===== src/verilog/core_dbg_pkg.sv =====
// Constants and types shared by the debug and test-access port
// Operation
// - comms_rx_full is high while unread receive data waits
// - comms_tx_empty is high while the transmit buffer is empty
// - debug_ack is high exactly while the core is in debug state
// - data_watch_in high at end of a data request enters debug state
// - two-bit ext_cond_in qualifies watchpoint matches
// - instr_break_in on a fetch halts when that instruction reaches Execute
// - instr_exec_flag marks an instruction in Execute that really executed
// - watch_match_out shows each watchpoint match, enabled or not
// - internal_halt_req combines external_halt_req with control bit 1
// - external_halt_req forces debug state
// - tap_instr_view shows the instruction register, changed in UPDATE-IR
// - debug_logic_reset_n asynchronously clears the debug logic
// - serial_out_drive_n is low while test_data_out shifts data
// - chain_select_view shows the scan chain, changed in UPDATE-DR
// - ext_chain_serial_out carries data into the external chain
// - tap_state_view always shows the TAP controller state
// - test_clock_enable steps the TAP; tms steers, tdi in, tdo out
// - everything runs on the rising edge of the single core clock
package core_dbg_pkg;

  typedef enum logic [3:0] {
    TAP_RESET, TAP_IDLE, TAP_SEL_DR, TAP_CAP_DR, TAP_SHIFT_DR, TAP_EXIT1_DR,
    TAP_PAUSE_DR, TAP_EXIT2_DR, TAP_UPD_DR, TAP_SEL_IR, TAP_CAP_IR,
    TAP_SHIFT_IR, TAP_EXIT1_IR, TAP_PAUSE_IR, TAP_EXIT2_IR, TAP_UPD_IR
  } tap_state_t;

  typedef enum logic [3:0] {
    SEL_NONE, SEL_DCTRL, SEL_DSTAT, SEL_TX, SEL_RX,
    SEL_WP0_ADDR, SEL_WP0_MASK, SEL_WP1_ADDR, SEL_WP1_MASK, SEL_WP_CTRL
  } reg_sel_t;

  // Register byte addresses
  localparam logic [11:0] OFF_DCTRL = 12'h000;
  localparam logic [11:0] OFF_DSTAT = 12'h004;
  localparam logic [11:0] OFF_TX = 12'h008;
  localparam logic [11:0] OFF_RX = 12'h00c;
  localparam logic [11:0] OFF_WP0_ADDR = 12'h010;
  localparam logic [11:0] OFF_WP0_MASK = 12'h014;
  localparam logic [11:0] OFF_WP1_ADDR = 12'h018;
  localparam logic [11:0] OFF_WP1_MASK = 12'h01c;
  localparam logic [11:0] OFF_WP_CTRL = 12'h020;

  // Field positions
  localparam int DCTRL_RESTART = 0;
  localparam int DCTRL_HALT = 1;
  localparam int WPC_EXT_LSB = 2;

  // Reset values
  localparam logic [31:0] RST_WORD = 32'h0000_0000;
  localparam logic [3:0] RST_IR = 4'he;
  localparam logic [4:0] RST_CHAIN = 5'h00;

  // TAP instructions and chains
  localparam logic [3:0] IR_SCAN_N = 4'h2;
  localparam logic [3:0] IR_RESTART = 4'h4;
  localparam logic [3:0] IR_INTEST = 4'hc;
  localparam logic [3:0] IR_IDCODE = 4'he;
  localparam logic [3:0] IR_BYPASS = 4'hf;
  localparam logic [3:0] IR_CAPTURE = 4'h1;
  localparam logic [4:0] CHAIN_COMMS = 5'h02;

  // Data register lengths and synchroniser width
  localparam int LEN_BYPASS = 1;
  localparam int LEN_SCAN_N = 5;
  localparam int LEN_IDCODE = 32;
  localparam int LEN_COMMS = 33;
  localparam int N_PINS = 10;

endpackage : core_dbg_pkg


===== src/verilog/tap_fsm.sv =====
// Sixteen-state test access port controller
`timescale 1ns/1ps
`default_nettype none
module tap_fsm
  import core_dbg_pkg::*;
(
  input wire logic pclk,
  input wire logic rst_n,
  input wire logic step,
  input wire logic tms,
  output var tap_state_t state
);

  typedef struct packed {
    tap_state_t st;
  } tap_regs_t;

  tap_regs_t r;
  tap_regs_t next_r;

  assign state = r.st;

  always_comb begin
    next_r = r;
    if (step) begin
      case (r.st)
        TAP_RESET: next_r.st = tms ? TAP_RESET : TAP_IDLE;
        TAP_IDLE: next_r.st = tms ? TAP_SEL_DR : TAP_IDLE;
        TAP_SEL_DR: next_r.st = tms ? TAP_SEL_IR : TAP_CAP_DR;
        TAP_CAP_DR: next_r.st = tms ? TAP_EXIT1_DR : TAP_SHIFT_DR;
        TAP_SHIFT_DR: next_r.st = tms ? TAP_EXIT1_DR : TAP_SHIFT_DR;
        TAP_EXIT1_DR: next_r.st = tms ? TAP_UPD_DR : TAP_PAUSE_DR;
        TAP_PAUSE_DR: next_r.st = tms ? TAP_EXIT2_DR : TAP_PAUSE_DR;
        TAP_EXIT2_DR: next_r.st = tms ? TAP_UPD_DR : TAP_SHIFT_DR;
        TAP_UPD_DR: next_r.st = tms ? TAP_SEL_DR : TAP_IDLE;
        TAP_SEL_IR: next_r.st = tms ? TAP_RESET : TAP_CAP_IR;
        TAP_CAP_IR: next_r.st = tms ? TAP_EXIT1_IR : TAP_SHIFT_IR;
        TAP_SHIFT_IR: next_r.st = tms ? TAP_EXIT1_IR : TAP_SHIFT_IR;
        TAP_EXIT1_IR: next_r.st = tms ? TAP_UPD_IR : TAP_PAUSE_IR;
        TAP_PAUSE_IR: next_r.st = tms ? TAP_EXIT2_IR : TAP_PAUSE_IR;
        TAP_EXIT2_IR: next_r.st = tms ? TAP_UPD_IR : TAP_SHIFT_IR;
        TAP_UPD_IR: next_r.st = tms ? TAP_SEL_DR : TAP_IDLE;
        default: next_r.st = TAP_RESET;
      endcase
    end
  end

  always_ff @(posedge pclk or negedge rst_n) begin
    if (!rst_n) begin
      r.st <= TAP_RESET;
    end else begin
      r <= next_r;
    end
  end

endmodule : tap_fsm
`default_nettype wire


===== src/verilog/core_debug_tap_port.sv =====
// Debug state control, watchpoints, comms channel and TAP data path
`timescale 1ns/1ps
`default_nettype none
module core_debug_tap_port
  import core_dbg_pkg::*;
#(
  // Arbitrary identification value
  parameter logic [31:0] ID_VALUE = 32'h1234_5671
) (
  input wire logic pclk,
  input wire logic presetn,
  input wire logic psel,
  input wire logic penable,
  input wire logic pwrite,
  input wire logic [11:0] paddr,
  input wire logic [31:0] pwdata,
  output logic [31:0] prdata,
  output logic pready,
  output logic pslverr,
  input wire logic data_req_done,
  input wire logic [31:0] data_addr,
  input wire logic fetch_done,
  input wire logic pipe_advance,
  input wire logic exec_pass,
  input wire logic debug_enable_in,
  input wire logic data_watch_in,
  input wire logic instr_break_in,
  input wire logic external_halt_req,
  input wire logic [1:0] ext_cond_in,
  input wire logic debug_logic_reset_n,
  input wire logic test_clock_enable,
  input wire logic test_mode_select,
  input wire logic test_data_in,
  input wire logic ext_chain_serial_in,
  output logic comms_rx_full,
  output logic comms_tx_empty,
  output logic debug_ack,
  output logic instr_exec_flag,
  output logic [1:0] watch_match_out,
  output logic internal_halt_req,
  output logic [3:0] tap_instr_view,
  output logic serial_out_drive_n,
  output logic [4:0] chain_select_view,
  output logic ext_chain_serial_out,
  output logic [3:0] tap_state_view,
  output logic test_data_out
);

  // ****************************************************************
  // State
  // ****************************************************************
  typedef struct packed {
    logic [N_PINS-1:0] s1;
    logic [N_PINS-1:0] s2;
    logic [3:0] cd1;
    logic [3:0] cd2;
    logic [1:0] brk_pipe;
    logic ack;
    logic halt_out;
    logic exec_flag;
    logic [1:0] wmatch;
    logic rdy;
    logic err;
    logic [31:0] rdata;
    logic halt_bit;
    logic [31:0] tx_data;
    logic [31:0] rx_data;
    logic tx_empty;
    logic rx_full;
    logic [1:0][31:0] wp_addr;
    logic [1:0][31:0] wp_mask;
    logic [1:0] wp_en;
    logic [1:0] wp_ext;
    logic [3:0] ir;
    logic [3:0] ir_sh;
    logic [32:0] dr;
    logic [4:0] chain;
    logic tdo;
    logic drive_n;
    logic sd_out;
  } dbg_regs_t;

  dbg_regs_t r;
  dbg_regs_t next_r;
  tap_state_t tap_state;
  logic rst_n;

  // debug reset joins the bus reset
  assign rst_n = presetn & debug_logic_reset_n;

  // ****************************************************************
  // Decoding helpers
  // ****************************************************************
  function automatic reg_sel_t sel_of(input logic [11:0] a);
    case (a)
      OFF_DCTRL: sel_of = SEL_DCTRL;
      OFF_DSTAT: sel_of = SEL_DSTAT;
      OFF_TX: sel_of = SEL_TX;
      OFF_RX: sel_of = SEL_RX;
      OFF_WP0_ADDR: sel_of = SEL_WP0_ADDR;
      OFF_WP0_MASK: sel_of = SEL_WP0_MASK;
      OFF_WP1_ADDR: sel_of = SEL_WP1_ADDR;
      OFF_WP1_MASK: sel_of = SEL_WP1_MASK;
      OFF_WP_CTRL: sel_of = SEL_WP_CTRL;
      default: sel_of = SEL_NONE;
    endcase
  endfunction : sel_of

  function automatic int dr_len(input logic [3:0] ir);
    case (ir)
      IR_BYPASS: dr_len = LEN_BYPASS;
      IR_SCAN_N: dr_len = LEN_SCAN_N;
      IR_IDCODE: dr_len = LEN_IDCODE;
      default: dr_len = LEN_COMMS;
    endcase
  endfunction : dr_len

  // Bit entering at the top of a register of the given length
  function automatic logic [32:0] shift_in(input logic [32:0] d, input int len, input logic b);
    logic [32:0] s;
    s = d >> 1;
    s[len-1] = b;
    shift_in = s;
  endfunction : shift_in

  tap_fsm u_tap (
    .pclk(pclk),
    .rst_n(rst_n),
    .step(r.s2[6]),
    .tms(r.s2[7]),
    .state(tap_state)
  );

  // ****************************************************************
  // Outputs
  // ****************************************************************
  assign prdata = r.rdata;
  assign pready = r.rdy;
  assign pslverr = r.err;
  assign comms_rx_full = r.rx_full;
  assign comms_tx_empty = r.tx_empty;
  assign debug_ack = r.ack;
  assign instr_exec_flag = r.exec_flag;
  assign watch_match_out = r.wmatch;
  assign internal_halt_req = r.halt_out;
  assign tap_instr_view = r.ir;
  assign serial_out_drive_n = r.drive_n;
  assign chain_select_view = r.chain;
  assign ext_chain_serial_out = r.sd_out;
  assign tap_state_view = 4'(tap_state);
  assign test_data_out = r.tdo;

  // ****************************************************************
  // Next state
  // ****************************************************************
  always_comb begin
    logic dbg_en;
    logic watch_s;
    logic brk_s;
    logic halt_s;
    logic step;
    logic tdi;
    logic ext_s;
    logic [1:0] cond_s;
    logic [1:0] m;
    logic req;
    logic int_hit;
    logic ext_hit;
    logic brk_new;
    logic enter;
    logic restart;
    logic ext_sel;
    logic setup;
    logic acc;
    reg_sel_t sel;
    dbg_en = r.s2[9];
    watch_s = r.s2[8];
    brk_s = r.s2[5];
    halt_s = r.s2[4];
    cond_s = r.s2[3:2];
    step = r.s2[6];
    tdi = r.s2[1];
    ext_s = r.s2[0];
    m = '0;
    restart = 1'b0;
    next_r = r;

    // Pins pass two flops; core strobes are delayed to stay aligned
    next_r.s1 = {debug_enable_in, data_watch_in, test_mode_select, test_clock_enable,
                 instr_break_in, external_halt_req, ext_cond_in, test_data_in, ext_chain_serial_in};
    next_r.s2 = r.s1;
    next_r.cd1 = {data_req_done, fetch_done, pipe_advance, exec_pass};
    next_r.cd2 = r.cd1;

    // ************************************************************
    // Watchpoints
    // ************************************************************
    for (int i = 0; i < 2; i++) begin
      m[i] = ((data_addr & ~r.wp_mask[i]) == (r.wp_addr[i] & ~r.wp_mask[i]))
             && (!r.wp_ext[i] || cond_s[i]);
    end
    next_r.wmatch = m;
    int_hit = data_req_done && |(m & r.wp_en);
    // data watch at end of data request
    ext_hit = r.cd2[3] && watch_s;

    // ************************************************************
    // Breakpoint pipeline
    // ************************************************************
    // tag follows the fetched instruction
    brk_new = r.cd2[2] && brk_s;
    if (r.cd2[1]) begin
      next_r.brk_pipe = {r.brk_pipe[0], brk_new};
    end else if (r.cd2[2]) begin
      next_r.brk_pipe[0] = brk_new;
    end

    // ************************************************************
    // Debug state
    // ************************************************************
    // combined halt request
    req = halt_s || r.halt_bit;
    next_r.halt_out = req;
    enter = dbg_en && !r.ack && (req || ext_hit || int_hit || r.brk_pipe[1]);
    // breakpointed or halted instructions do not count
    next_r.exec_flag = r.cd2[0] && !r.ack && !r.brk_pipe[1];
    if (r.brk_pipe[1]) begin
      next_r.brk_pipe[1] = 1'b0;
    end

    // ************************************************************
    // APB slave, zero wait states
    // ************************************************************
    setup = psel && !penable;
    acc = psel && penable && r.rdy;
    sel = sel_of(paddr);
    next_r.rdy = setup;
    next_r.err = setup && (sel == SEL_NONE);
    if (setup) begin
      case (sel)
        SEL_DCTRL: next_r.rdata = 32'(r.halt_bit) << DCTRL_HALT;
        SEL_DSTAT: next_r.rdata = {24'h000000, dbg_en, 4'(tap_state), r.tx_empty, r.rx_full, r.ack};
        SEL_TX: next_r.rdata = r.tx_data;
        SEL_RX: next_r.rdata = r.rx_data;
        SEL_WP0_ADDR: next_r.rdata = r.wp_addr[0];
        SEL_WP0_MASK: next_r.rdata = r.wp_mask[0];
        SEL_WP1_ADDR: next_r.rdata = r.wp_addr[1];
        SEL_WP1_MASK: next_r.rdata = r.wp_mask[1];
        SEL_WP_CTRL: next_r.rdata = {28'h0000000, r.wp_ext, r.wp_en};
        default: next_r.rdata = RST_WORD;
      endcase
    end
    if (acc && pwrite) begin
      case (sel)
        SEL_DCTRL: begin
          next_r.halt_bit = pwdata[DCTRL_HALT];
          restart = pwdata[DCTRL_RESTART];
        end
        SEL_TX: begin
          next_r.tx_data = pwdata;
        end
        SEL_WP0_ADDR: next_r.wp_addr[0] = pwdata;
        SEL_WP0_MASK: next_r.wp_mask[0] = pwdata;
        SEL_WP1_ADDR: next_r.wp_addr[1] = pwdata;
        SEL_WP1_MASK: next_r.wp_mask[1] = pwdata;
        SEL_WP_CTRL: begin
          next_r.wp_en = pwdata[1:0];
          next_r.wp_ext = pwdata[WPC_EXT_LSB+1:WPC_EXT_LSB];
        end
        default: begin
        end
      endcase
    end
    // reading receive data frees the buffer
    if (acc && !pwrite && sel == SEL_RX) begin
      next_r.rx_full = 1'b0;
    end

    // ************************************************************
    // TAP data path
    // ************************************************************
    ext_sel = (r.ir == IR_INTEST) && (r.chain != CHAIN_COMMS);
    next_r.drive_n = !(tap_state == TAP_SHIFT_DR || tap_state == TAP_SHIFT_IR);
    if (tap_state == TAP_SHIFT_IR) begin
      next_r.tdo = r.ir_sh[0];
    end else if (tap_state == TAP_SHIFT_DR) begin
      next_r.tdo = ext_sel ? ext_s : r.dr[0];
    end
    if (tap_state == TAP_RESET) begin
      next_r.ir = RST_IR;
    end
    // TAP advances only on enabled edges
    if (step) begin
      case (tap_state)
        TAP_IDLE: begin
          if (r.ir == IR_RESTART) begin
            restart = 1'b1;
          end
        end
        TAP_CAP_IR: next_r.ir_sh = IR_CAPTURE;
        TAP_SHIFT_IR: next_r.ir_sh = {tdi, r.ir_sh[3:1]};
        TAP_UPD_IR: next_r.ir = r.ir_sh;
        TAP_CAP_DR: begin
          case (r.ir)
            IR_SCAN_N: next_r.dr = {28'h0000000, r.chain};
            IR_IDCODE: next_r.dr = {1'b0, ID_VALUE};
            IR_INTEST: begin
              next_r.dr = {!r.tx_empty, r.tx_data};
              if (r.chain == CHAIN_COMMS) begin
                next_r.tx_empty = 1'b1;
              end
            end
            default: next_r.dr = '0;
          endcase
        end
        TAP_SHIFT_DR: begin
          next_r.dr = shift_in(r.dr, dr_len(r.ir), tdi);
          if (ext_sel) begin
            next_r.sd_out = tdi;
          end
        end
        TAP_UPD_DR: begin
          if (r.ir == IR_SCAN_N) begin
            next_r.chain = r.dr[4:0];
          end
          // new word from the debugger, set wins over read
          if (r.ir == IR_INTEST && r.chain == CHAIN_COMMS && r.dr[32]) begin
            next_r.rx_data = r.dr[31:0];
            next_r.rx_full = 1'b1;
          end
        end
        default: begin
        end
      endcase
    end
    // a core write refills the buffer; it wins so no word is lost
    if (acc && pwrite && sel == SEL_TX) begin
      next_r.tx_empty = 1'b0;
    end

    // acknowledge tracks debug state; entry beats restart
    if (enter) begin
      next_r.ack = 1'b1;
    end else if (restart) begin
      next_r.ack = 1'b0;
    end
  end

  always_ff @(posedge pclk or negedge rst_n) begin
    if (!rst_n) begin
      r <= '0;
      r.tx_empty <= 1'b1;
      r.ir <= RST_IR;
      r.ir_sh <= RST_IR;
      r.chain <= RST_CHAIN;
      r.drive_n <= 1'b1;
    end else begin
      r <= next_r;
    end
  end

endmodule : core_debug_tap_port
`default_nettype wire


===== config.mk =====
export PLATFORM = sky130hd
export DESIGN_NAME = core_debug_tap_port
export DESIGN_NICKNAME = d
export VERILOG_FILES = /design/src/verilog/core_dbg_pkg.sv /design/src/verilog/tap_fsm.sv /design/src/verilog/core_debug_tap_port.sv
export SDC_FILE = /design/constraint.sdc
export NUM_CORES = 1
export LEC_CHECK = 0
export BUFFER_PORTS_ARGS = -buffer_cell sky130_fd_sc_hd__buf_2
export CAP_MARGIN = 20
export CORE_ASPECT_RATIO = 2
export CORE_MARGIN = 8
export CORE_UTILIZATION = 40
export DETAILED_ROUTE_END_ITERATION = 12
export SLEW_MARGIN = 20
export SYNTH_ARGS = -nofsm -noshare
export SYNTH_HDL_FRONTEND = slang
export SYNTH_SLANG_ARGS = --single-unit
export TNS_END_PERCENT = 100

===== constraint.sdc =====
create_clock -name pclk -period 37.4 [get_ports pclk]
set_clock_uncertainty 0.2 [all_clocks]
set_input_delay 7.48 -clock pclk [delete_from_list [all_inputs] [get_ports pclk]]
set_output_delay 7.48 -clock pclk [all_outputs]
set_load 0.02 [all_outputs]

Word level (Yosys, flattened, before mapping). Cells that the tools add are included.

Memory bits (writable): 0. Memory bits (read-only): 0. Bits in latches: 0. Register bits: 321. Memories kept: 0.

Divide/modulo/power cells: 0. Multiplexer cells: 51. Reduce and logical (&&, ||, !) cells: 65. Bitwise gates (word level): 8. Equal/unequal tests: 41. Add/sub/neg operators: 1. Shifts and indexed selects: 0. Multiply operators: 0. Magnitude comparators: 2.

Operators by type and width (count): 32-bit case mux with 9 select lines (1); 32-bit bitwise AND (4); 33-bit case mux with 3 select lines (1); 33-bit case mux with 2 select lines (1); 32-bit equality test (2); 32-bit 2-to-1 mux (2); 32-bit NOT (2); 4-bit equality test (second input constant) (13); 12-bit by 5-bit equality test with 1-bit output (second input constant) (4); 4-bit case mux with 12 select lines (1); 46-bit 2-to-1 mux (1); 4-bit by 3-bit equality test with 1-bit output (second input constant) (9); 4-bit case mux with 9 select lines (1); 33-bit bitwise mux (1); 32-bit by 1-bit >= comparator with 1-bit output (second input constant) (1); 32-bit by 8-bit less-than comparator with 1-bit output (second input constant) (1); 32-bit by 2-bit subtractor with 32-bit output (second input constant) (1); 1-bit 2-to-1 mux (25); 12-bit by 4-bit equality test with 1-bit output (second input constant) (2); 4-bit 2-to-1 mux (6); 1-bit logical AND (21); 4-bit by 2-bit equality test with 1-bit output (second input constant) (5); 6-bit case mux with 3 select lines (1); 2-bit AND reduction (9); 21 further kinds (53).

Depth between registers and ports, before layout. Gate-level depths: netlist (run 1).

Depth after elaboration: 12. Mapped depth: 9. Gate-level depth less buffers: 6.

By module. A second synthesis (run 1) with hierarchy kept.

Cells, all modules: 1293. Area, all modules: 15414.8 sq um.

By module, submodules not included: core_debug_tap_port (area each 15014.4 sq um, cells each 1246, sequential area each 7942.6 sq um, times used 1); tap_fsm (area each 400.4 sq um, cells each 47, sequential area each 100.1 sq um, times used 1).

Least setup slack after synthesis (run 1). Ideal clock, no wire load.

Path kind: input port to flip-flop. Start point: input port paddr[7]. End point: register r[230] (netlist bit). Arrival time: 9.276 ns. Slack: 27.800 ns. Setup time: 0.125 ns. Stages on the path: 6. Path through: or4_4 -> or3_1 -> buf_2 -> nor3_4 -> buf_6 -> mux2_2.

Cells in the longest elaborated chain, start to end: 4.

Ends and longest elaborated chain: start: declaration (line core_debug_tap_port.sv:15) `input wire logic [11:0] paddr,`; 12-bit by 6-bit equality test with 1-bit output (tied with other cells) (line core_debug_tap_port.sv:95) `case (a)`; 4-bit case mux with 9 select lines * (line core_debug_tap_port.sv:95); 4-bit by 2-bit equality test with 1-bit output * (line core_debug_tap_port.sv:254) `case (sel)`; 2-bit AND reduction (no source line) *; end signal: assignment (line core_debug_tap_port.sv:358) `r <= next_r;`; end: declaration (line core_debug_tap_port.sv:83) `dbg_regs_t r;`.

Mark *: on every way between the ends. The rest lies on a longest branch, timed or not. A chain may end at the register's enable or synchronous reset.

Final worst setup path (run 1).
Start point: input port paddr[4]. End point: register r[168] (netlist bit).

Cells in the longest elaborated chain, start to end: 4.

Ends and longest elaborated chain (line): 12-bit by 6-bit equality test with 1-bit output (tied with other cells) (core_debug_tap_port.sv:95); 4-bit case mux with 9 select lines * (core_debug_tap_port.sv:95); 4-bit by 3-bit equality test with 1-bit output * (core_debug_tap_port.sv:254); 2-bit AND reduction (no source line) *.

Marked as above.

==> summary.md, run 1 <==
The flow ran to the end, and the final reports show no timing, DRC or antenna violations. The most common flop cell mapped by yosys is dfrtp_1. The number of gates resized after cts is 0. For the final non-filler cell total, the log shows 1,820. Pin count of the biggest net entering global routing: 169.

The depth of the worst register-to-register path is 5. The number of nets produced by synthesis is 1,348, and the shortest period the worst path allows is 9760 ps. STA classifies the critical path endpoint as a register. The synthesized netlist occupies a cell area of 0.0151 mm2. Routability-driven placement finished with a final weighted congestion of 0.862. In this run the count of I/O pins placed on the die edge is 153. Static timing analysis puts the maximum clock frequency at 102 MHz. The die covers 0.0446 mm2.

The H-tree level count is 1, and the area share of the largest cell type after synthesis is 51.9%. The first routing iteration left 761 violations. For the worst-skew pair, the clock arrives at the later sink with an insertion delay of 580 ps. The logs give 0.0373 mm2 for the core area and 148 ps for the worst-case hold slack. At the pin with the least slew margin, the transition time is 1000 ps.

The first detailed-routing pass ran for 5 iterations. The number of endpoints with negative hold slack in the final report was 0. The total clock sinks came out at 321.

The path class of the tightest hold or removal check is register to register. Gate count of the mapped netlist: 1,252. The HPWL after detailed placement is 32,800 um. Setup repair after global routing left no endpoint under its margin. By area the synthesized netlist is led by dfrtp_1, mux2_2, xnor2_1, mux4_2, o21ai_0. The number of distinct library cells after synthesis is 62. In this run, placement finished with an instance count of 1,764. Cells fill 45.6% of the core in the end.

Counting flops and latches in the post-synthesis netlist gives 321. Detailed routing inserted a total of 10,400 vias. The cell sitting at the root of the clock tree is a clkbuf_16. Yosys instantiated no cell more often than dfrtp_1. A synthesized cell averages 12.1 um2. The number of global-route vias before repair was 11,000; the proportion of layout cells with a drive suffix above 1 was 34.5%. Worst-path cell with the longest stage delay: nor2_2. STA classifies the critical path startpoint as an input port.

The share of the clock period used by the worst path is 26.1%, and the multi-input gate area in the final layout is 0.00638 mm2. Using the TritonRoute via totals, the vias-per-cell ratio works out to 5.69. The critical path runs through a total of 7 cells. STA puts the critical path data arrival time at 10,010 ps.

The critical path goes through buf_2 -> nor4b_1 -> nand3_1 -> nor2_2 -> nand2_1 -> buf_4 -> mux2_2. The leakage power was 7.84 nW. The biggest area contributor in the post-synthesis netlist is dfrtp_1. After detailed routing, the average wire length per cell comes to 24.5 um. For the required arrival time at the worst endpoint, the log shows 37,650 ps. The run gives 0 as the max-capacitance violation count.

In this design, the stage delay of the slowest critical-path cell is 540 ps. Ranked by instance count, the synthesized netlist is headed by dfrtp_1, mux2_2, nand2_1, o21ai_0, nor2_1. The number of max-slew violations in the final report is 0, and the layout overhead on the synthesized area is 12.6%. Global routing used 19.8% of the available tracks. The total overflow left after global routing is 0. The count of unresolved DRC violations after routing was 0; the buffers plus inverters on the worst setup path was 2. Setup violations remaining at the end of the flow were counted as 0. The sequential share of the synthesized area is 53.3%. The largest delay contributor family on the critical path was simple AND/OR/NAND/NOR gates.

In the synthesized netlist the async set-or-reset flop fraction comes to 100%. For this configuration, the core starts out at a cell density of 40.5%. The fill cell instance count of the final layout came out at 3,465. By startpoint and endpoint, the worst setup path is classified as input port to register. In this run, post-CTS hold repair placed 0 buffers. Headroom to the max-slew limit: 33.2%. For this run, the number of Yosys warnings is 0. The chip width works out to 153 um. In the final timing run, aggregate negative setup slack is 0 ps.

The clock-pin slew reported for the worst setup and hold paths after clock tree synthesis was 60 ps. TritonCTS built the clock tree. The detail route stage leaves a number of antenna-violating nets equal to 0. The sequential cells in the finished layout cover a total of 0.00804 mm2. Wires add up to 44,600 um. In this run the vertical extent of the chip is 291 um. For the global-route wire length before repair, the log shows 68,100 um. The number of I/O port buffers works out to 152. The cell area power density was 51.0 mW/mm2; the number of setup buffers added after CTS was 0. The clock passes through at most 3 buffers. For this run, the post-layout net count is 1,433. For the CTS buffer count, the log shows 30. The number of flops mapped to enable cells by yosys is 0. The largest fanout of any net on the critical path came out at 33.

For the row count, the log shows 100. The tools report the number of antenna violations at the first check in global routing as 3. VDD sags by at most 41.2 uV. Along the worst hold path, the cell count comes to 0.
metrics by stage:
stage               power, mW  area, um2  setup slack, ps
floorplan               0.493      15100            19300
global placement        0.539      15900            26870
detailed placement      0.542      15900            26820
CTS                     0.875      17000            27420
global route            0.906      17000            27480
finish                  0.866      17000            27640
per-layer routing:
layer	global-route usage (%)	wire, um	vias to the layer above
met5	0	0	-
met4	8.58	1920	0
met3	2.68	1610	73
met2	36.9	24000	246
met1	21.8	17000	5358
li1	-	-	4677
worst reg2reg max path, delay by kind of cell, from the launching register on:
kind             cells  cell delay, ps
AND/OR/NAND/NOR      3            1310
flip-flops           1             800
AO/OA/AOI/OAI        2             430
state kept, by name, indices dropped and copies added (netlist names), 2 cells and up:
signal	count
watch_match_out	2
tap_instr_view	4
prdata	32
next_r	14
r	250
u_tap.state	4
chain_select_view	5
cell usage in the layout (no fill, tap or decap), types with 4 or more instances in the layout:
cell type / Yosys / final
dfrtp_1: 313 / 313
mux2_2: 202 / 202
buf_2: 21 / 152
nand2_1: 88 / 88
o21ai_0: 76 / 76
nor2_1: 66 / 65
xnor2_1: 65 / 65
a21oi_1: 54 / 54
o22ai_1: 38 / 38
clkbuf_16: 0 / 31
mux2i_1: 23 / 23
a22oi_1: 20 / 20
mux4_2: 18 / 18
a22o_1: 15 / 15
buf_4: 48 / 14
a221oi_1: 12 / 12
a222oi_1: 12 / 12
nand3_1: 12 / 11
nor3_1: 11 / 9
nor4_1: 8 / 8
inv_1: 8 / 8
mux2_1: 8 / 8
clkinv_2: 0 / 8
dfstp_2: 8 / 8
nand4_1: 7 / 7
nand2b_1: 5 / 5
bufinv_16: 0 / 5
or2_2: 4 / 4
nor3b_1: 4 / 4
nor2b_1: 4 / 4
a32oi_1: 4 / 4
report_power, final:
group          leakage (nW)  internal [mW]  switching, mW
sequential             4.33          0.370         0.0301
combinational          2.99         0.0472         0.0881
clock                 0.523          0.192          0.139
total                  7.84          0.610          0.257
logic make-up (layout without fill, tap and decap cells):
| logic type | Yosys count | after routing | share of synthesized area [%] |
|---|---|---|---|
| other | 0 | 2 | 0 |
| AO/OA/AOI/OAI | 253 | 253 | 10.7 |
| multiplexers | 251 | 251 | 19.9 |
| AND/OR/NAND/NOR | 238 | 238 | 7.76 |
| flip-flops | 321 | 321 | 53.3 |
| buffers and inverters | 124 | 231 | 4.65 |
| XOR/XNOR | 65 | 65 | 3.77 |
worst paths after layout:
| kind | start | to | slack, ps |
|---|---|---|---|
| worst max-delay path | paddr[4] | r[168]$_DFFE_PN0P_ | 27640 |
| worst min-delay path | next_r[301]$_DFF_PN0_ | r[301]$_DFF_PN0_ | 150 |
| worst max register to register | u_tap.state[0]$_DFFE_PN0P_ | r[38]$_DFFE_PN0P_ | 34560 |
| worst min register to register | next_r[301]$_DFF_PN0_ | r[301]$_DFF_PN0_ | 150 |
| max in group asynchronous | presetn | r[138]$_DFFE_PN0P_ | 27850 |
| min in group asynchronous | debug_logic_reset_n | r[91]$_DFFE_PN0P_ | 6980 |
final cells by class:
class	count	area share [%]
Clock buffer	36	4.85
Sequential cell	321	47.3
Timing Repair Buffer	168	5.28
Tap cell	459	3.38
Multi-Input combinational cell	807	37.5
Clock inverter	18	1.38
Inverter	9	0.199
Antenna cell	2	0.0295
No activity file was read; power rests on OpenSTA's default activity.
==> run 2, diff against run 1 <==
Clock period 37.4 ns to 7.8 ns, I/O delays scaled along.
==> run 2 against run 1 <==
Compared with the run above: worst hold slack got worse by 2.4 ps; power increased to 4.8 times the previous value; global-route usage increased by 0.17 points; die area unchanged; combinational power increased to 4.9 times the previous value; sequential power increased to 4.8 times the previous value; sequential cell count unchanged; clock power increased to 4.8 times the previous value; clock-buffer cell count increased by 5; critical endpoint is now r[161]$_DFFE_PN0P_; largest power group unchanged; highest routed layer is now met5.
==> summary.md, run 2 (synthesized netlist as in run 1, its figures left out) <==
Setup repair after global routing left no endpoint under its margin. The number of gates resized after cts was 0; the arrival time of data at the critical path endpoint was 4050 ps. The actual transition at the worst max-transition pin came out at 974 ps. Of the total power, the share spent switching nets is 29.3%.

VDD sags by at most 193 uV. The part of the power in the clock network is 38.2%. Leaving out fill and tap cells, the most frequent cells in the layout are dfrtp_1, mux2_2, buf_2. The tools report the capture point of the critical path as r[161]$_DFFE_PN0P_.

The register bank with the most flops is r. Post-layout instance area: 0.0170 mm2. The path category of the worst min-delay check is register to register. The remaining antenna violation count came out at 0. The startpoint-to-endpoint class of the critical path was input port to register. The wire-length estimate of the detail-placed layout is 32,900 um. The tools report the residual overflow from global routing as 0.

Traced cell by cell, the critical path runs through buf_2 -> nor4b_1 -> nand3_1 -> nor2_2 -> nand2_1 -> buf_4 -> mux2_2. The number of flip-flops in the largest register came out at 250. The tools report the pin count of the biggest net entering global routing as 151. After layout, the worst path uses 48.8% of the clock period. Along the worst path, the maximum fanout reaches 33. The final worst slack came out at 4000 ps.

The run gives 0 as the number of max-slew violations in the final report. TritonCTS built the clock tree. OpenSTA, run right after detailed placement, puts the worst setup slack at 3440 ps. Element type at the critical path end: a register. In this run the worst setup path begins at paddr[4]. The die is 153 um wide.

The logs give 0 for the count of unresolved DRC violations after routing and 40.5% for the initial core utilization. The first global-routing pass estimated 68,400 um of wire. After detailed routing, the number of vias per cell comes to 5.69.

The smallest clock period supported by the final layout is computed as 3800 ps. Setup violations remaining at the end of the flow were counted as 0. The headroom to the max-slew limit is 34.9%, and the depth of the worst register-to-register path is 8. The max-capacitance violation count came out at 0. The analysis attributes to net switching a power of 1.22 mW. For this run, the total global-route usage over all layers was measured as 19.9%. The post-route netlist has 34.3% of its cells at a drive strength greater than 1. The tools report the total clock sinks as 321. The count of buffers added on input and output ports is 152. The logs give 3 for the buffer levels on the longest clock path and 1,434 for the net count reported at finish. The first-pass iteration count of the detailed router was 5; the sequential share of power was 46.0%. Combinational logic burns 15.8% of the power. After detailed routing, the average wire length per cell comes to 24.5 um. The floorplan step defined a die boundary enclosing 0.0446 mm2. The tools report the critical path launch point type as an input port. The number of global-route vias before repair was 11,100; the height of the die was 291 um. For the H-tree level count, the log shows 1. The reg-to-reg startpoint is tap_instr_view[3]$_DFF_PN1_. The logs give 0 for the number of endpoints with negative hold slack in the final report and 2.95 mW for the internal power. Static timing analysis puts the maximum clock frequency at 263 MHz. The slowest stage of the critical path is the nor2_2 cell. The final layout contains routed wiring with a total length of 44,700 um. The cell area power density is 245 mW/mm2. The core area is 0.0373 mm2. After clock tree synthesis, the clock-pin slew on the worst setup and hold paths is 60 ps. The setup TNS was 0 ps.

Fill cells in the final layout number 3,462. In this run the static leakage power is 7.85 nW. The floorplan has 100 rows.

For this block, the initial DRC count from the detailed router was 698. In this run the count of I/O pins placed on the die edge is 153. The cts-stage hold buffer count came out at 0.

The flow ran to the end, and the final reports show no timing, DRC or antenna violations. STA puts the critical path data required time at 8050 ps. Compared with the post-synthesis result, the final layout area differs by 12.7%.

Cells fill 45.6% of the core in the end. For the CTS buffer count, the log shows 30. The tools report the number of antenna violations at the first check in global routing as 6. The tools report the internal reg-to-reg setup slack as 4860 ps. The commonest non-fill, non-tap cell in the layout was dfrtp_1.

The cell count after placement was 1,765. The tree is rooted in a clkbuf_16. The run gives 10,400 as the total number of vias.

Peak per-stage delay on the critical path: 530 ps. The later pin in the worst-skew pair is clocked with a latency of 570 ps. The final non-filler cell total was 1,824; the number of setup buffers added after CTS was 0. The endpoint of the most critical register-to-register path is r[195]$_DFFE_PN0P_.

For the final RePlAce weighted congestion, the log shows 0.896. Summing all placed instances gives a cell area of 0.0159 mm2.
run 2: changes by cell type in the layout (fill, tap and decap cells not counted), sizes merged:
cell      previous run  this run
buf                168       169
clkbuf              36        41
clkinv              10         9
clkinvlp             2         1
diode                2         4
inv                 10         8
run 2: worst max-delay path, delay by kind of cell:
| kind | cells | cell delay, ps |
|---|---|---|
| and+or+nand+nor | 4 | 1320 |
| muxes | 1 | 340 |
| buffers and inverters | 2 | 780 |
run 2: worst min-delay path by stage:
stage | from | end | slack [ps] | cells after the start
final | next_r[301]$_DFF_PN0_ | r[301]$_DFF_PN0_ | 150 | 0
after global routing | next_r[301]$_DFF_PN0_ | r[301]$_DFF_PN0_ | 150 | 0
after CTS | next_r[301]$_DFF_PN0_ | r[301]$_DFF_PN0_ | 150 | 0
after detailed placement | next_r[301]$_DFF_PN0_ | r[301]$_DFF_PN0_ | 130 | 0
after global placement | next_r[300]$_DFF_PN0_ | r[300]$_DFF_PN0_ | 130 | 0
after floorplan | next_r[289]$_DFF_PN0_ | r[289]$_DFF_PN0_ | 130 | 0
run 2: power by group through the flow:
stage / sequential [mW] / clock [mW] / combinational, mW
2_1_floorplan: 1.89 / 0 / 0.478
3_3_place_gp: 1.95 / 0 / 0.649
3_5_place_dp: 1.95 / 0 / 0.661
4_1_cts: 1.92 / 1.62 / 0.663
5_1_grt: 1.93 / 1.68 / 0.737
6_report: 1.92 / 1.59 / 0.659
run 2: area by class of cell:
type / instances / area (um2) / area share (%)
Clock buffer: 41 / 863 / 5.08
Tap cell: 459 / 574 / 3.38
Inverter: 9 / 33.8 / 0.199
Sequential cell: 321 / 8040 / 47.3
Clock inverter: 14 / 209 / 1.23
Multi-Input combinational cell: 807 / 6380 / 37.5
Timing Repair Buffer: 169 / 901 / 5.30
Antenna cell: 4 / 10.0 / 0.0588
run 2: metrics by stage:
step | hold WS (ps) | total power, mW
global route | 153 | 4.35
CTS | 148 | 4.20
global placement | 132 | 2.59
finish | 146 | 4.17
floorplan | 131 | 2.36
detailed placement | 135 | 2.61
run 2: routing by layer:
layer / vias to the layer above / GRT usage (%) / part of all wire (%)
met5: - / 0 / 0.040
li1: 4672 / - / -
met4: 4 / 9.13 / 4.3
met3: 81 / 2.90 / 4.4
met2: 294 / 36.5 / 54
met1: 5330 / 22.3 / 38
